**src/pkg/idepm_defs.svh**
```systemverilog
/*
  Address decode constants and strap/reset timing for the IDE decode and
  pin-sharing block. Assumes inclusion by the package and the design files.
*/
`ifndef IDEPM_DEFS_SVH
`define IDEPM_DEFS_SVH

`define IDEPM_ADDR_W 10
`define IDEPM_PRI_CMD_BASE 10'h1F0
`define IDEPM_SEC_CMD_BASE 10'h170
`define IDEPM_PRI_CTL_BASE 10'h3F6
`define IDEPM_SEC_CTL_BASE 10'h376
`define IDEPM_COMB_EXTRA 10'h2F7
`define IDEPM_CMD_MASK 10'h3F8
`define IDEPM_CTL_MASK 10'h3FE
`define IDEPM_CFG_GIO_BIT 2
`define IDEPM_DIR_POL_BIT 5
`define IDEPM_SYNC_W 2

`endif

```
**src/pkg/idepm_pkg.sv**
```systemverilog
/*
  Types for the IDE decode and pin-sharing block.
  Assumes idepm_defs.svh is on the include path.
*/
`include "idepm_defs.svh"

package idepm_pkg;

  typedef logic [`IDEPM_ADDR_W-1:0] idepm_addr_t;

  typedef enum logic [1:0]
  {
    IDEPM_ST_RESET = 2'h0,
    IDEPM_ST_CATCH = 2'h1,
    IDEPM_ST_RUN = 2'h2,
    IDEPM_ST_WAIT = 2'h3
  } idepm_state_e;

  typedef struct packed
  {
    idepm_state_e state;
    logic addr_sel;
    logic ide_dis;
    logic gio_sel;
    logic uart_sel;
    logic fdc_dis;
  } idepm_st_s;

endpackage

```
**src/rtl/idepm_sync.sv**
```systemverilog
/*
  Two-flip-flop synchroniser bank for pin-level inputs.
  Assumes inputs are asynchronous levels; output is in i_core_clk domain.
*/
`timescale 1ns/100ps
`default_nettype none

module idepm_sync
  import idepm_pkg::*;
#(
  parameter int W = 1
)
(
  input wire logic i_core_clk, // Core clock
  input wire logic i_rst_b, // Async reset, active low
  input wire logic [W-1:0] i_async, // Asynchronous levels
  output logic [W-1:0] o_sync // Synchronised levels
);

  logic [W-1:0] meta_r;
  logic [W-1:0] sync_r;

  always_ff @(posedge i_core_clk or negedge i_rst_b)
  begin
    if (!i_rst_b)
    begin
      meta_r <= '0;
      sync_r <= '0;
    end
    else
    begin
      meta_r <= i_async;
      sync_r <= meta_r;
    end
  end

  assign o_sync = sync_r;

endmodule

`default_nettype wire

```
**src/rtl/idepm_top.sv**
```systemverilog
/*
  IDE address decode, power-on strap capture and shared-pin muxing.
  Assumes the host bus address/strobes arrive as asynchronous pins and
  that configuration bits come from a configuration block on i_core_clk.
*/
`timescale 1ns/100ps
`default_nettype none
`include "idepm_defs.svh"

// Contract
// RL1 - Primary select for 1F0-1F7 or 170-177
// RL2 - Secondary select for 3F6-3F7 or 376-377
// RL3 - Address strap sampled at reset, high primary
// RL4 - IDE enable strap on primary select, low enables
// RL5 - Low-byte enable over command and control ranges
// RL6 - High-byte enable needs sixteen-bit indication, command range
// RL7 - Combined enable low for 1F0-1F7 and 2F7
// RL8 - GPIO strap picks combined/GPIO or byte-enable pins
// RL9 - Config bit 2 overrides GPIO pin selection
// RL10 - UART/infrared strap picks second serial port mode
// RL11 - Floppy strap, low enables floppy port
// RL12 - Parallel direction: 0 write, 1 read; inverted here when direction config bit 5 is set
// RL13 - Config reassigns four pins to infrared functions
// RL14 - Active-low IDE reset output to drive
// RL15 - Straps latched at reset release, then held
module idepm_top
  import idepm_pkg::*;
(
  input wire logic i_core_clk, // Core clock, 100 MHz
  input wire logic i_rst_b, // Power-on reset, async, active low
  input wire logic [`IDEPM_ADDR_W-1:0] i_host_addr, // Host I/O address pins
  input wire logic i_host_io_b, // Host I/O read or write strobe, low
  input wire logic i_aen, // Host DMA address enable, high blocks
  input wire logic i_sixteen_bit_io_indication_b, // Drive 16-bit I/O, low
  input wire logic i_ide_reset_req, // Request to hold drive in reset
  input wire logic i_parallel_read, // Parallel port is reading
  input wire logic [7:0] i_parallel_direction_config_register, // Dir cfg
  input wire logic [7:0] i_gpio_config_register, // GPIO/IDE select cfg
  input wire logic i_gpio_cfg_override, // Config bit 2 written by software
  input wire logic [3:0] i_infrared_pin_config_register, // IR pin enables
  input wire logic i_infrared_transmit_two, // IR transmit 2 data
  input wire logic i_infrared_transmit_three, // IR transmit 3 data
  input wire logic i_general_io_zero_out, // GPIO 0 output value
  input wire logic i_general_io_zero_oe, // GPIO 0 output enable
  input wire logic i_general_io_one_out, // GPIO 1 output value
  input wire logic i_general_io_one_oe, // GPIO 1 output enable
  input wire logic i_ide_data_bit_seven_out, // IDE data 7 output value
  input wire logic i_ide_data_bit_seven_oe, // IDE data 7 output enable
  input wire logic i_pin1_in, // Pad 1: reset / IR receive 3
  input wire logic i_pin2_in, // Pad 2: direction / floppy strap
  input wire logic i_pin91_in, // Pad 91: low enable / GPIO strap
  input wire logic i_pin92_in, // Pad 92: high enable / UART strap
  input wire logic i_pin94_in, // Pad 94: primary select / IDE strap
  input wire logic i_pin95_in, // Pad 95: secondary select / addr strap
  input wire logic i_pin96_in, // Pad 96: IDE data 7 / GPIO 1
  output logic o_pin1_out, // Pad 1 value
  output logic o_pin1_oe, // Pad 1 drive enable
  output logic o_pin2_out, // Pad 2 value
  output logic o_pin2_oe, // Pad 2 drive enable
  output logic o_pin91_out, // Pad 91 value
  output logic o_pin91_oe, // Pad 91 drive enable
  output logic o_pin92_out, // Pad 92 value
  output logic o_pin92_oe, // Pad 92 drive enable
  output logic o_pin94_out, // Pad 94 value
  output logic o_pin94_oe, // Pad 94 drive enable
  output logic o_pin95_out, // Pad 95 value
  output logic o_pin95_oe, // Pad 95 drive enable
  output logic o_pin96_out, // Pad 96 value
  output logic o_pin96_oe, // Pad 96 drive enable
  output logic o_infrared_receive_three, // IR receive 3 from pad 1
  output logic o_infrared_receive_four, // IR receive 4 from pad 94
  output logic o_general_io_zero_in, // GPIO 0 level from pad 92
  output logic o_general_io_one_in, // GPIO 1 level from pad 96
  output logic o_ide_data_bit_seven_in, // IDE data 7 level from pad 96
  output logic o_ide_enabled, // Latched: IDE function enabled
  output logic o_floppy_enabled, // Latched: floppy port enabled
  output logic o_second_serial_port_uart, // Latched: 1 UART, 0 infrared
  output logic o_ide_secondary_range, // Latched: secondary ranges in use
  output logic o_gpio_pins_active, // GPIO pin set in effect
  output logic o_straps_valid // Straps captured, pins in normal use
);

  // ==========================================================
  // Synchronisers for pins
  // ==========================================================
  localparam int SW = `IDEPM_ADDR_W + 10;
  logic [SW-1:0] raw_w;
  logic [SW-1:0] syn_w;

  assign raw_w = {i_host_addr, i_host_io_b, i_aen,
                  i_sixteen_bit_io_indication_b, i_pin1_in, i_pin2_in,
                  i_pin91_in, i_pin92_in, i_pin94_in, i_pin95_in,
                  i_pin96_in};

  idepm_sync #(.W(SW)) u_sync
  (
    .i_core_clk(i_core_clk),
    .i_rst_b(i_rst_b),
    .i_async(raw_w),
    .o_sync(syn_w)
  );

  idepm_addr_t addr_s;
  logic io_b_s, aen_s, cs16_b_s;
  logic p1_s, p2_s, p91_s, p92_s, p94_s, p95_s, p96_s;
  assign {addr_s, io_b_s, aen_s, cs16_b_s, p1_s, p2_s, p91_s, p92_s,
          p94_s, p95_s, p96_s} = syn_w;

  // ==========================================================
  // Decode functions
  // ==========================================================
  function automatic logic in_cmd(input idepm_addr_t a, input logic sec);
    in_cmd = (a & `IDEPM_CMD_MASK) ==
             (sec ? `IDEPM_SEC_CMD_BASE : `IDEPM_PRI_CMD_BASE);
  endfunction

  function automatic logic in_ctl(input idepm_addr_t a, input logic sec);
    in_ctl = (a & `IDEPM_CTL_MASK) ==
             (sec ? `IDEPM_SEC_CTL_BASE : `IDEPM_PRI_CTL_BASE);
  endfunction

  // ==========================================================
  // State: strap capture and decoded selects
  // ==========================================================
  idepm_st_s st_r, st_nxt;

  always_comb
  begin
    st_nxt = st_r;
    case (st_r.state)
      IDEPM_ST_RESET:
      begin
        // Synchroniser still holds its reset zeros here
        st_nxt.state = IDEPM_ST_WAIT;
      end
      IDEPM_ST_WAIT:
      begin
        // Pads through the first flop only; both flops hold them in CATCH
        st_nxt.state = IDEPM_ST_CATCH;
      end
      IDEPM_ST_CATCH:
      begin
        st_nxt.addr_sel = p95_s; // see RL3
        st_nxt.ide_dis = p94_s; // see RL4
        st_nxt.gio_sel = p91_s; // see RL8
        st_nxt.uart_sel = p92_s; // see RL10
        st_nxt.fdc_dis = p2_s; // see RL11
        st_nxt.state = IDEPM_ST_RUN; // see RL15
      end
      IDEPM_ST_RUN:
      begin
        st_nxt.state = IDEPM_ST_RUN;
      end
      default:
      begin
        st_nxt.state = IDEPM_ST_RESET;
      end
    endcase
  end

  always_ff @(posedge i_core_clk or negedge i_rst_b)
  begin
    if (!i_rst_b)
    begin
      st_r <= '{state: IDEPM_ST_RESET, addr_sel: 1'b1, ide_dis: 1'b0,
                gio_sel: 1'b0, uart_sel: 1'b1, fdc_dis: 1'b0};
    end
    else
    begin
      st_r <= st_nxt;
    end
  end

  // ==========================================================
  // Address decode
  // ==========================================================
  logic run_w, sec_w, cyc_w, ide_on_w, gio_w;
  logic pri_sel_w, sec_sel_w, lo_en_w, hi_en_w, comb_en_w;
  logic ir_rx3_w, ir_tx2_w, ir_tx3_w, ir_rx4_w, dir_w;

  assign run_w = (st_r.state == IDEPM_ST_RUN);
  assign sec_w = !st_r.addr_sel;
  assign cyc_w = run_w && !io_b_s && !aen_s;
  assign ide_on_w = cyc_w && !st_r.ide_dis;
  assign pri_sel_w = ide_on_w && in_cmd(addr_s, sec_w); // see RL1
  assign sec_sel_w = ide_on_w && in_ctl(addr_s, sec_w); // see RL2
  assign lo_en_w = pri_sel_w || sec_sel_w; // see RL5
  assign hi_en_w = pri_sel_w && !cs16_b_s; // see RL6
  assign comb_en_w = ide_on_w && (in_cmd(addr_s, 1'b0) ||
                     addr_s == `IDEPM_COMB_EXTRA); // see RL7
  // Software bit overrides the strap once asked to
  assign gio_w = i_gpio_cfg_override ?
                 i_gpio_config_register[`IDEPM_CFG_GIO_BIT] :
                 st_r.gio_sel; // see RL9
  assign ir_rx3_w = i_infrared_pin_config_register[0];
  assign ir_tx2_w = i_infrared_pin_config_register[1];
  assign ir_tx3_w = i_infrared_pin_config_register[2];
  assign ir_rx4_w = i_infrared_pin_config_register[3];
  assign dir_w = i_parallel_direction_config_register[`IDEPM_DIR_POL_BIT] ?
                 !i_parallel_read : i_parallel_read; // see RL12

  // ==========================================================
  // Pin multiplexing (pads released until straps are held)
  // ==========================================================
  always_comb
  begin
    o_pin1_out = !i_ide_reset_req; // see RL14
    o_pin1_oe = run_w && !ir_rx3_w; // see RL13
    o_pin2_out = ir_tx2_w ? i_infrared_transmit_two : dir_w; // see RL13
    o_pin2_oe = run_w;
    o_pin94_out = !pri_sel_w;
    o_pin94_oe = run_w && !ir_rx4_w; // see RL13
    o_pin95_out = ir_tx3_w ? i_infrared_transmit_three : !sec_sel_w; // see RL13
    o_pin95_oe = run_w;
    o_pin91_out = gio_w ? !comb_en_w : !lo_en_w; // see RL8
    o_pin91_oe = run_w;
    o_pin92_out = gio_w ? i_general_io_zero_out : !hi_en_w;
    o_pin92_oe = run_w && (gio_w ? i_general_io_zero_oe : 1'b1);
    o_pin96_out = gio_w ? i_general_io_one_out : i_ide_data_bit_seven_out;
    o_pin96_oe = run_w && (gio_w ? i_general_io_one_oe :
                 i_ide_data_bit_seven_oe);
  end

  assign o_infrared_receive_three = ir_rx3_w ? p1_s : 1'b1;
  assign o_infrared_receive_four = ir_rx4_w ? p94_s : 1'b1;
  assign o_general_io_zero_in = p92_s;
  assign o_general_io_one_in = p96_s;
  assign o_ide_data_bit_seven_in = p96_s;
  assign o_ide_enabled = !st_r.ide_dis;
  assign o_floppy_enabled = !st_r.fdc_dis;
  assign o_second_serial_port_uart = st_r.uart_sel;
  assign o_ide_secondary_range = sec_w;
  assign o_gpio_pins_active = gio_w;
  assign o_straps_valid = run_w;

endmodule

`default_nettype wire

```
**config.mk**
```make
export PLATFORM = sky130hd
export DESIGN_NAME = idepm_top
export DESIGN_NICKNAME = d
export VERILOG_FILES = /design/src/pkg/idepm_pkg.sv /design/src/rtl/idepm_sync.sv /design/src/rtl/idepm_top.sv
export VERILOG_INCLUDE_DIRS = /design/src /design/src/pkg
export SDC_FILE = /design/constraint.sdc
export NUM_CORES = 1
export LEC_CHECK = 0
export BUFFER_PORTS_ARGS = -buffer_cell sky130_fd_sc_hd__buf_2
export CAP_MARGIN = 10
export CORE_MARGIN = 10
export CORE_UTILIZATION = 40
export DETAILED_ROUTE_END_ITERATION = 12
export PLACE_DENSITY = 0.74
export REMOVE_ABC_BUFFERS = 1
export SYNTH_ARGS = -nofsm -noshare
export SYNTH_HDL_FRONTEND = slang
export SYNTH_SLANG_ARGS = --single-unit
export TNS_END_PERCENT = 100
```
**constraint.sdc**
```tcl
create_clock -name i_core_clk -period 1.3 [get_ports i_core_clk]
set_clock_uncertainty 0.2 [all_clocks]
set_input_delay 0.065 -clock i_core_clk [delete_from_list [all_inputs] [get_ports i_core_clk]]
set_output_delay 0.065 -clock i_core_clk [all_outputs]
set_load 0.1 [all_outputs]
```
## Yosys cells after proc, flatten, opt, wreduce, memory -nomap -nowiden

Index checks and enable logic that the tools add are counted.

| storage, ports and cells | value |
|---|---|
| register bits | 47 |
| bits of input ports | 53 |
| output and inout bits | 25 |
| logic and storage cells | 59 |

| operators by class | value |
|---|---|
| equal/unequal tests | 7 |
| multiplexer cells | 14 |
| reduce and logical (&&, ||, !) cells | 30 |

Operators by type and width:

| operator | count |
|---|---|
| $mux 8 | 2 |
| $logic_not 1->1 | 15 |
| $logic_and 1x1->1 | 11 |
| $mux 1 | 11 |
| $eq 10x10->1 | 1 |
| $eq 10x10->1 const B | 1 |
| $eq 10x9->1 | 1 |
| $eq 7x6->1 const B | 1 |
| $pmux 2 s3 | 1 |
| $eq 2x2->1 const B | 2 |
| $eq 2x1->1 const B | 1 |
| $logic_not 2->1 | 1 |
| $logic_or 1x1->1 | 2 |
| $reduce_or 2->1 | 1 |

## Logic depth before layout (Yosys ltp)

| logic depth | value |
|---|---|
| depth in word-level cells | 8 |
| depth in mapped cells | 6 |

## Hierarchy

Synthesis repeated with hierarchy kept, for this count alone.

| second synthesis, totals | value |
|---|---|
| cell total of the unflattened synthesis | 104 |
| area total of the unflattened synthesis | 1544.0 um2 |

By module, submodules not included:

| module | instances | cells each | area each (um2) | sequential area each (um2) |
|---|---|---|---|---|
| idepm_sync | 1 | 40 | 1001.0 | 1001.0 |
| idepm_top | 1 | 64 | 543.0 | 177.7 |

## Worst setup path before layout

Ideal clock, no wire load.

| timing path | value |
|---|---|
| path type | register -> output |
| start | reg st_r[5] (netlist name) |
| end | out o_pin96_oe |
| arrival time | 3.611 ns |
| required time | 1.035 ns |
| setup slack | -2.576 ns |
| cell stages (with the launch flop) | 4 |
| path buffers | 0 |
| cells stage by stage | dfrtp_1 > inv_1 > ha_1 > a21boi_0 |

| between the ends | value |
|---|---|
| word-level cells in the longest chain between the ends | 2 |

RTL lines:

| element | line | text |
|---|---|---|
| start, declared | idepm_top.sv:125 | `idepm_st_s st_r, st_nxt;` |
| start signal, assigned | idepm_top.sv:165 | `st_r <= '{state: IDEPM_ST_RESET, addr_sel: 1'b1, ide_dis: 1'b0,` |
| start signal, assigned | idepm_top.sv:170 | `st_r <= st_nxt;` |
| $eq 2x2->1 | idepm_top.sv:181 | `assign run_w = (st_r.state == IDEPM_ST_RUN);` |
| via o_pin2_oe | idepm_top.sv:59 | `output logic o_pin2_oe,` |
| $logic_and 1x1->1 | idepm_top.sv:220 | `o_pin96_oe = run_w && (gio_w ? i_general_io_one_oe :` |
| end, declared | idepm_top.sv:69 | `output logic o_pin96_oe,` |

The timed path passes the listed nets, and every way through them passes these cells.

## Worst setup path in the final report

| timing path | value |
|---|---|
| start | reg u_sync.sync_r[17], in the netlist u_sync.o_sync[17] |
| end | out o_pin91_out |

| between the ends | value |
|---|---|
| word-level cells in the longest chain between the ends | 5 |
| elaborated cells between the ends (all ways) | 12 |
| classes of those cells | eq/ne (4); mux (1); reduce/logical (7) |

RTL lines:

| element | line | text |
|---|---|---|
| start, declared | idepm_sync.sv:21 | `logic [W-1:0] sync_r;` |
| start signal, assigned | idepm_sync.sv:33 | `sync_r <= meta_r;` |
| $eq 10x9->1 (tied with other cells) | idepm_top.sv:113 | `` in_cmd = (a & `IDEPM_CMD_MASK) == `` |
| $logic_and 1x1->1 (tied with other cells) | idepm_top.sv:185 | `assign pri_sel_w = ide_on_w && in_cmd(addr_s, sec_w);` |
| $logic_or 1x1->1 / $logic_and 1x1->1 (equally long branches) | idepm_top.sv:187, idepm_top.sv:189 |  |
| $logic_not 1->1 | idepm_top.sv:215 | `o_pin91_out = gio_w ? !comb_en_w : !lo_en_w;` |
| $mux 1 * | idepm_top.sv:215 |  |
| end, declared | idepm_top.sv:60 | `output logic o_pin91_out,` |

Mark *: on every way between the ends. The rest lies on a longest branch, timed or not.

==> flow_summary.yaml <==
setup_path:
  critical_path.max_fanout: 2
  critPathArrivalTime_ns: 1.74
  rrSetupSlack_ns: -0.13
  required_ns: 1.03
  path_cells: "or2_4 -> a221oi_2 -> a31oi_1 -> or2_1 -> buf_12"
  critical-path-slowest-cell: "dfrtp_1"
  timing.critical_path.slowest_cell_delay_ns: 0.39
  worst_setup_path_start_kind: "flop"
  cp_capture_type: "output port"
  critical_path_class: "flop to output port"
power:
  power.sequential.fraction_pct: 50.5
  maximum_ir_drop_on_the_vdd_rail_v: 0.001096
  p_sw_uw: 891.9
  pwr-share-comb_pct: 23.5
  clockPowerShare_pct: 26.0
  leakage_nw: 1.385
  swShare_pct: 28.68
  power_density_mw_per_mm2: 1075
  power.internal_mw: 2.218
  totalPowerFinal_mw: 3.110
drt:
  wl_met3_um: 389
  detailroute.via_count: 1171
  route.detailed.wl_per_inst_um: 16.05
  m1WireLength_mm: 1.307
  ant_nets: 0
  drt_first_pass_iters: 4
  drt_iter0_drc: 23
  top_layer_used: "met4"
  drt_wl_total_mm: 4.189
  post-route-drc-count: 0
  vias_per_cell: 4.487
  routed_length_on_met2_mm: 2.373
sta:
  maxSlewHeadroom_pct: 67.60
  setup_slack_ns: -0.7039
  timing.setup.tns_ns: -6.391
  fin_crit_sh_pct: 154.1
  grt_setup_unrepaired: "true"
  fmaxAchievable_mhz: 499.0
  post-route-min-period_ns: 2.004
  setup_viol: 21
  final-hold-violation-count: 0
  count_of_pins_over_their_slew_limit: 0
  max_slew.worst_pin.slew_ns: 0.4893
die:
  core_area_sq_mm: 0.003716
  placement_rows: 22
  die_area_sq_mm: 0.006786
  initial_utilization_pct: 41.89
  die_width_um: 82.38
  boundaryPins: 78
  chipHeight_um: 82.38
layout:
  post_route_cells_drive_above_1_share_pct: 55.40
  flow.area_growth_from_synthesis_pct: 85.77
  final_net_count: 268
  seqCellArea_sq_mm: 0.001179
  final_common_cell: "dfrtp_1"
  antenna-diode-count: 0
  final_cell_mix: "dfrtp_1 (45), buf_2 (39), buf_12 (24)"
  area_of_combinational_cells_with_multiple_inputs_sq_um: 467.9
  filler_cell_count: 218
  fin_cells: 261
yosys:
  post_synth_mux_area_share_pct: 2.894
  synth_area_sq_mm: 0.001556
  syn_inst: 107
  yosysSeqAreaShare_pct: 75.72
  combinational_family_with_the_most_area_after_synthesis: "simple AND/OR/NAND/NOR gates"
  yosys_warnings: 0
  synth_xor_xnor_area_share_pct: 0.5627
  synth-adder-area-share_pct: 2.412
  post_syn_area_per_cell_sq_um: 14.55
  synth_compound_gate_area_share_pct: 4.984
  number_of_synthesized_register_bits: 47
  synthSimpleGateAreaFrac_pct: 9.164
  synthDistinctLibCells: 26
global_routing:
  first_global_vias: 1289
  pin_count_of_the_biggest_net_entering_global_routing: 48
  antenna_found_initial: 0
  gr-usage-all-layers_pct: 12.41
  gr-total-overflow: 0
  grt_pass1_wl_mm: 6.175
clocking:
  htree_levels: 2
  clkSlewWorstSetupHoldPaths_ns: 0.07
  numClockSinks: 47
  cts_tree: "built"
  clk-insertion-delay-late_ns: 0.29
  clock_tree.root_cell: "clkbuf_8"
  cts_inserted_buffers: 5
  clockBufferDepth: 2
outcome:
  violations: "setup timing"
  outcome: "finished, violations left"
placement:
  dp_worst_setup_slack_ns: -0.4333
  routability_congestion_estimate_from_global_placement: 0.7554
  placement.io_buffers: 63
  place_inst: 222
  post-dp-hpwl_mm: 2.709
worst_hold_path:
  hold_path_class: "primary input to async pin"
job:
  cap_viol_max_count: 0
what timing repair did:
item / in CTS / in global routing
buffers inserted: 4 / 8
endpoints found under the hold margin: 67 / 0
hold buffers: 21 / 0
gates resized for setup: 32 / 30
pin swaps: 5 / 10
endpoints found under the setup margin: 22 / 21
through the flow:
stage	area [sq um]	hold slack [ns]	utilization (%)
after floorplan	1523	-0.4306	-
after global placement	2293	-0.1475	61.72
after detailed placement	2293	-0.1403	61.72
after CTS	2739	0.07677	73.70
after global routing	2892	0.1288	77.81
final	2892	0.07487	77.81
critical path, delay by kind of cell (launching register included):
| family | cells | cell delay (ns) |
|---|---|---|
| simple gates | 2 | 0.55 |
| flops | 1 | 0.39 |
| compound gates | 2 | 0.32 |
| buf+inv | 1 | 0.18 |
cells in the mapped netlist, drive strengths merged:
cell    instances  area share [%]
nor4            1            0.40
dfstp           2             3.4
o21a            1            0.48
ha              3             2.4
nor2b           4             1.6
nand4           2            0.80
dfrtp          45              72
and4            1            0.56
mux2i           1             1.4
nand2          12             2.9
a31oi           2            0.80
o21ai           5             1.6
mux2            2             1.4
buf             4             1.9
or2             2            0.80
xnor2           1            0.56
inv             8             2.1
a21boi          1            0.48
nor2            3            0.72
clkbuf          1            0.24
a221oi          1            0.96
a21oi           2            0.64
nand2b          3             1.4
worst paths after layout:
check | to | cells after the start | startpoint
setup / recovery | o_pin91_out | 5 | u_sync.o_sync[17]$_DFF_PN0_
hold / removal | u_sync.o_sync[3]$_DFF_PN0_ | 3 | i_rst_b
setup reg to reg | st_r[2]$_DFFE_PN0N_ | 4 | st_r[6]$_DFF_PN0_
hold reg to reg | u_sync.o_sync[8]$_DFF_PN0_ | 0 | u_sync.meta_r[8]$_DFF_PN0_
max in group asynchronous | st_r[4]$_DFFE_PN1N_ | 3 | i_rst_b
min in group i_core_clk | u_sync.o_sync[8]$_DFF_PN0_ | 0 | u_sync.meta_r[8]$_DFF_PN0_
power groups by stage:
stage	Combinational, mW	Sequential (mW)	Clock (mW)
2_1_floorplan	0.279	1.63	0
3_3_place_gp	0.594	1.59	0
3_5_place_dp	0.605	1.59	0
4_1_cts	0.693	1.57	0.836
5_1_grt	0.765	1.58	0.896
6_report	0.731	1.57	0.809
cell type report:
| class | instances | area share, % |
|---|---|---|
| flip-flops and latches | 47 | 40.76 |
| multi-input cells | 47 | 16.18 |
| well taps | 48 | 2.077 |
| clock inverters | 1 | 0.1731 |
| repair buffers | 103 | 36.87 |
| inverters | 8 | 1.298 |
| clock buffers | 7 | 2.640 |
registers in the layout, summed over array words and instances (netlist names):
signal                     flops
u_sync.o_sync                 20
u_sync.meta_r                 20
o_second_serial_port_uart      1
st_r                           6
routing by layer:
metal  up-vias  global-route usage [%]
met4         0                   3.571
met5         -                       0
met1       568                   10.79
met3         9                   6.156
met2        47                   24.11
li1        547                       -
cell families after synthesis:
logic type / count (synthesis)
simple gates: 28
compound gates: 12
mux: 3
fa+ha+maj: 3
buf+inv: 13
flops: 47
xor+xnor: 1
(Power assumes the default switching activity.)
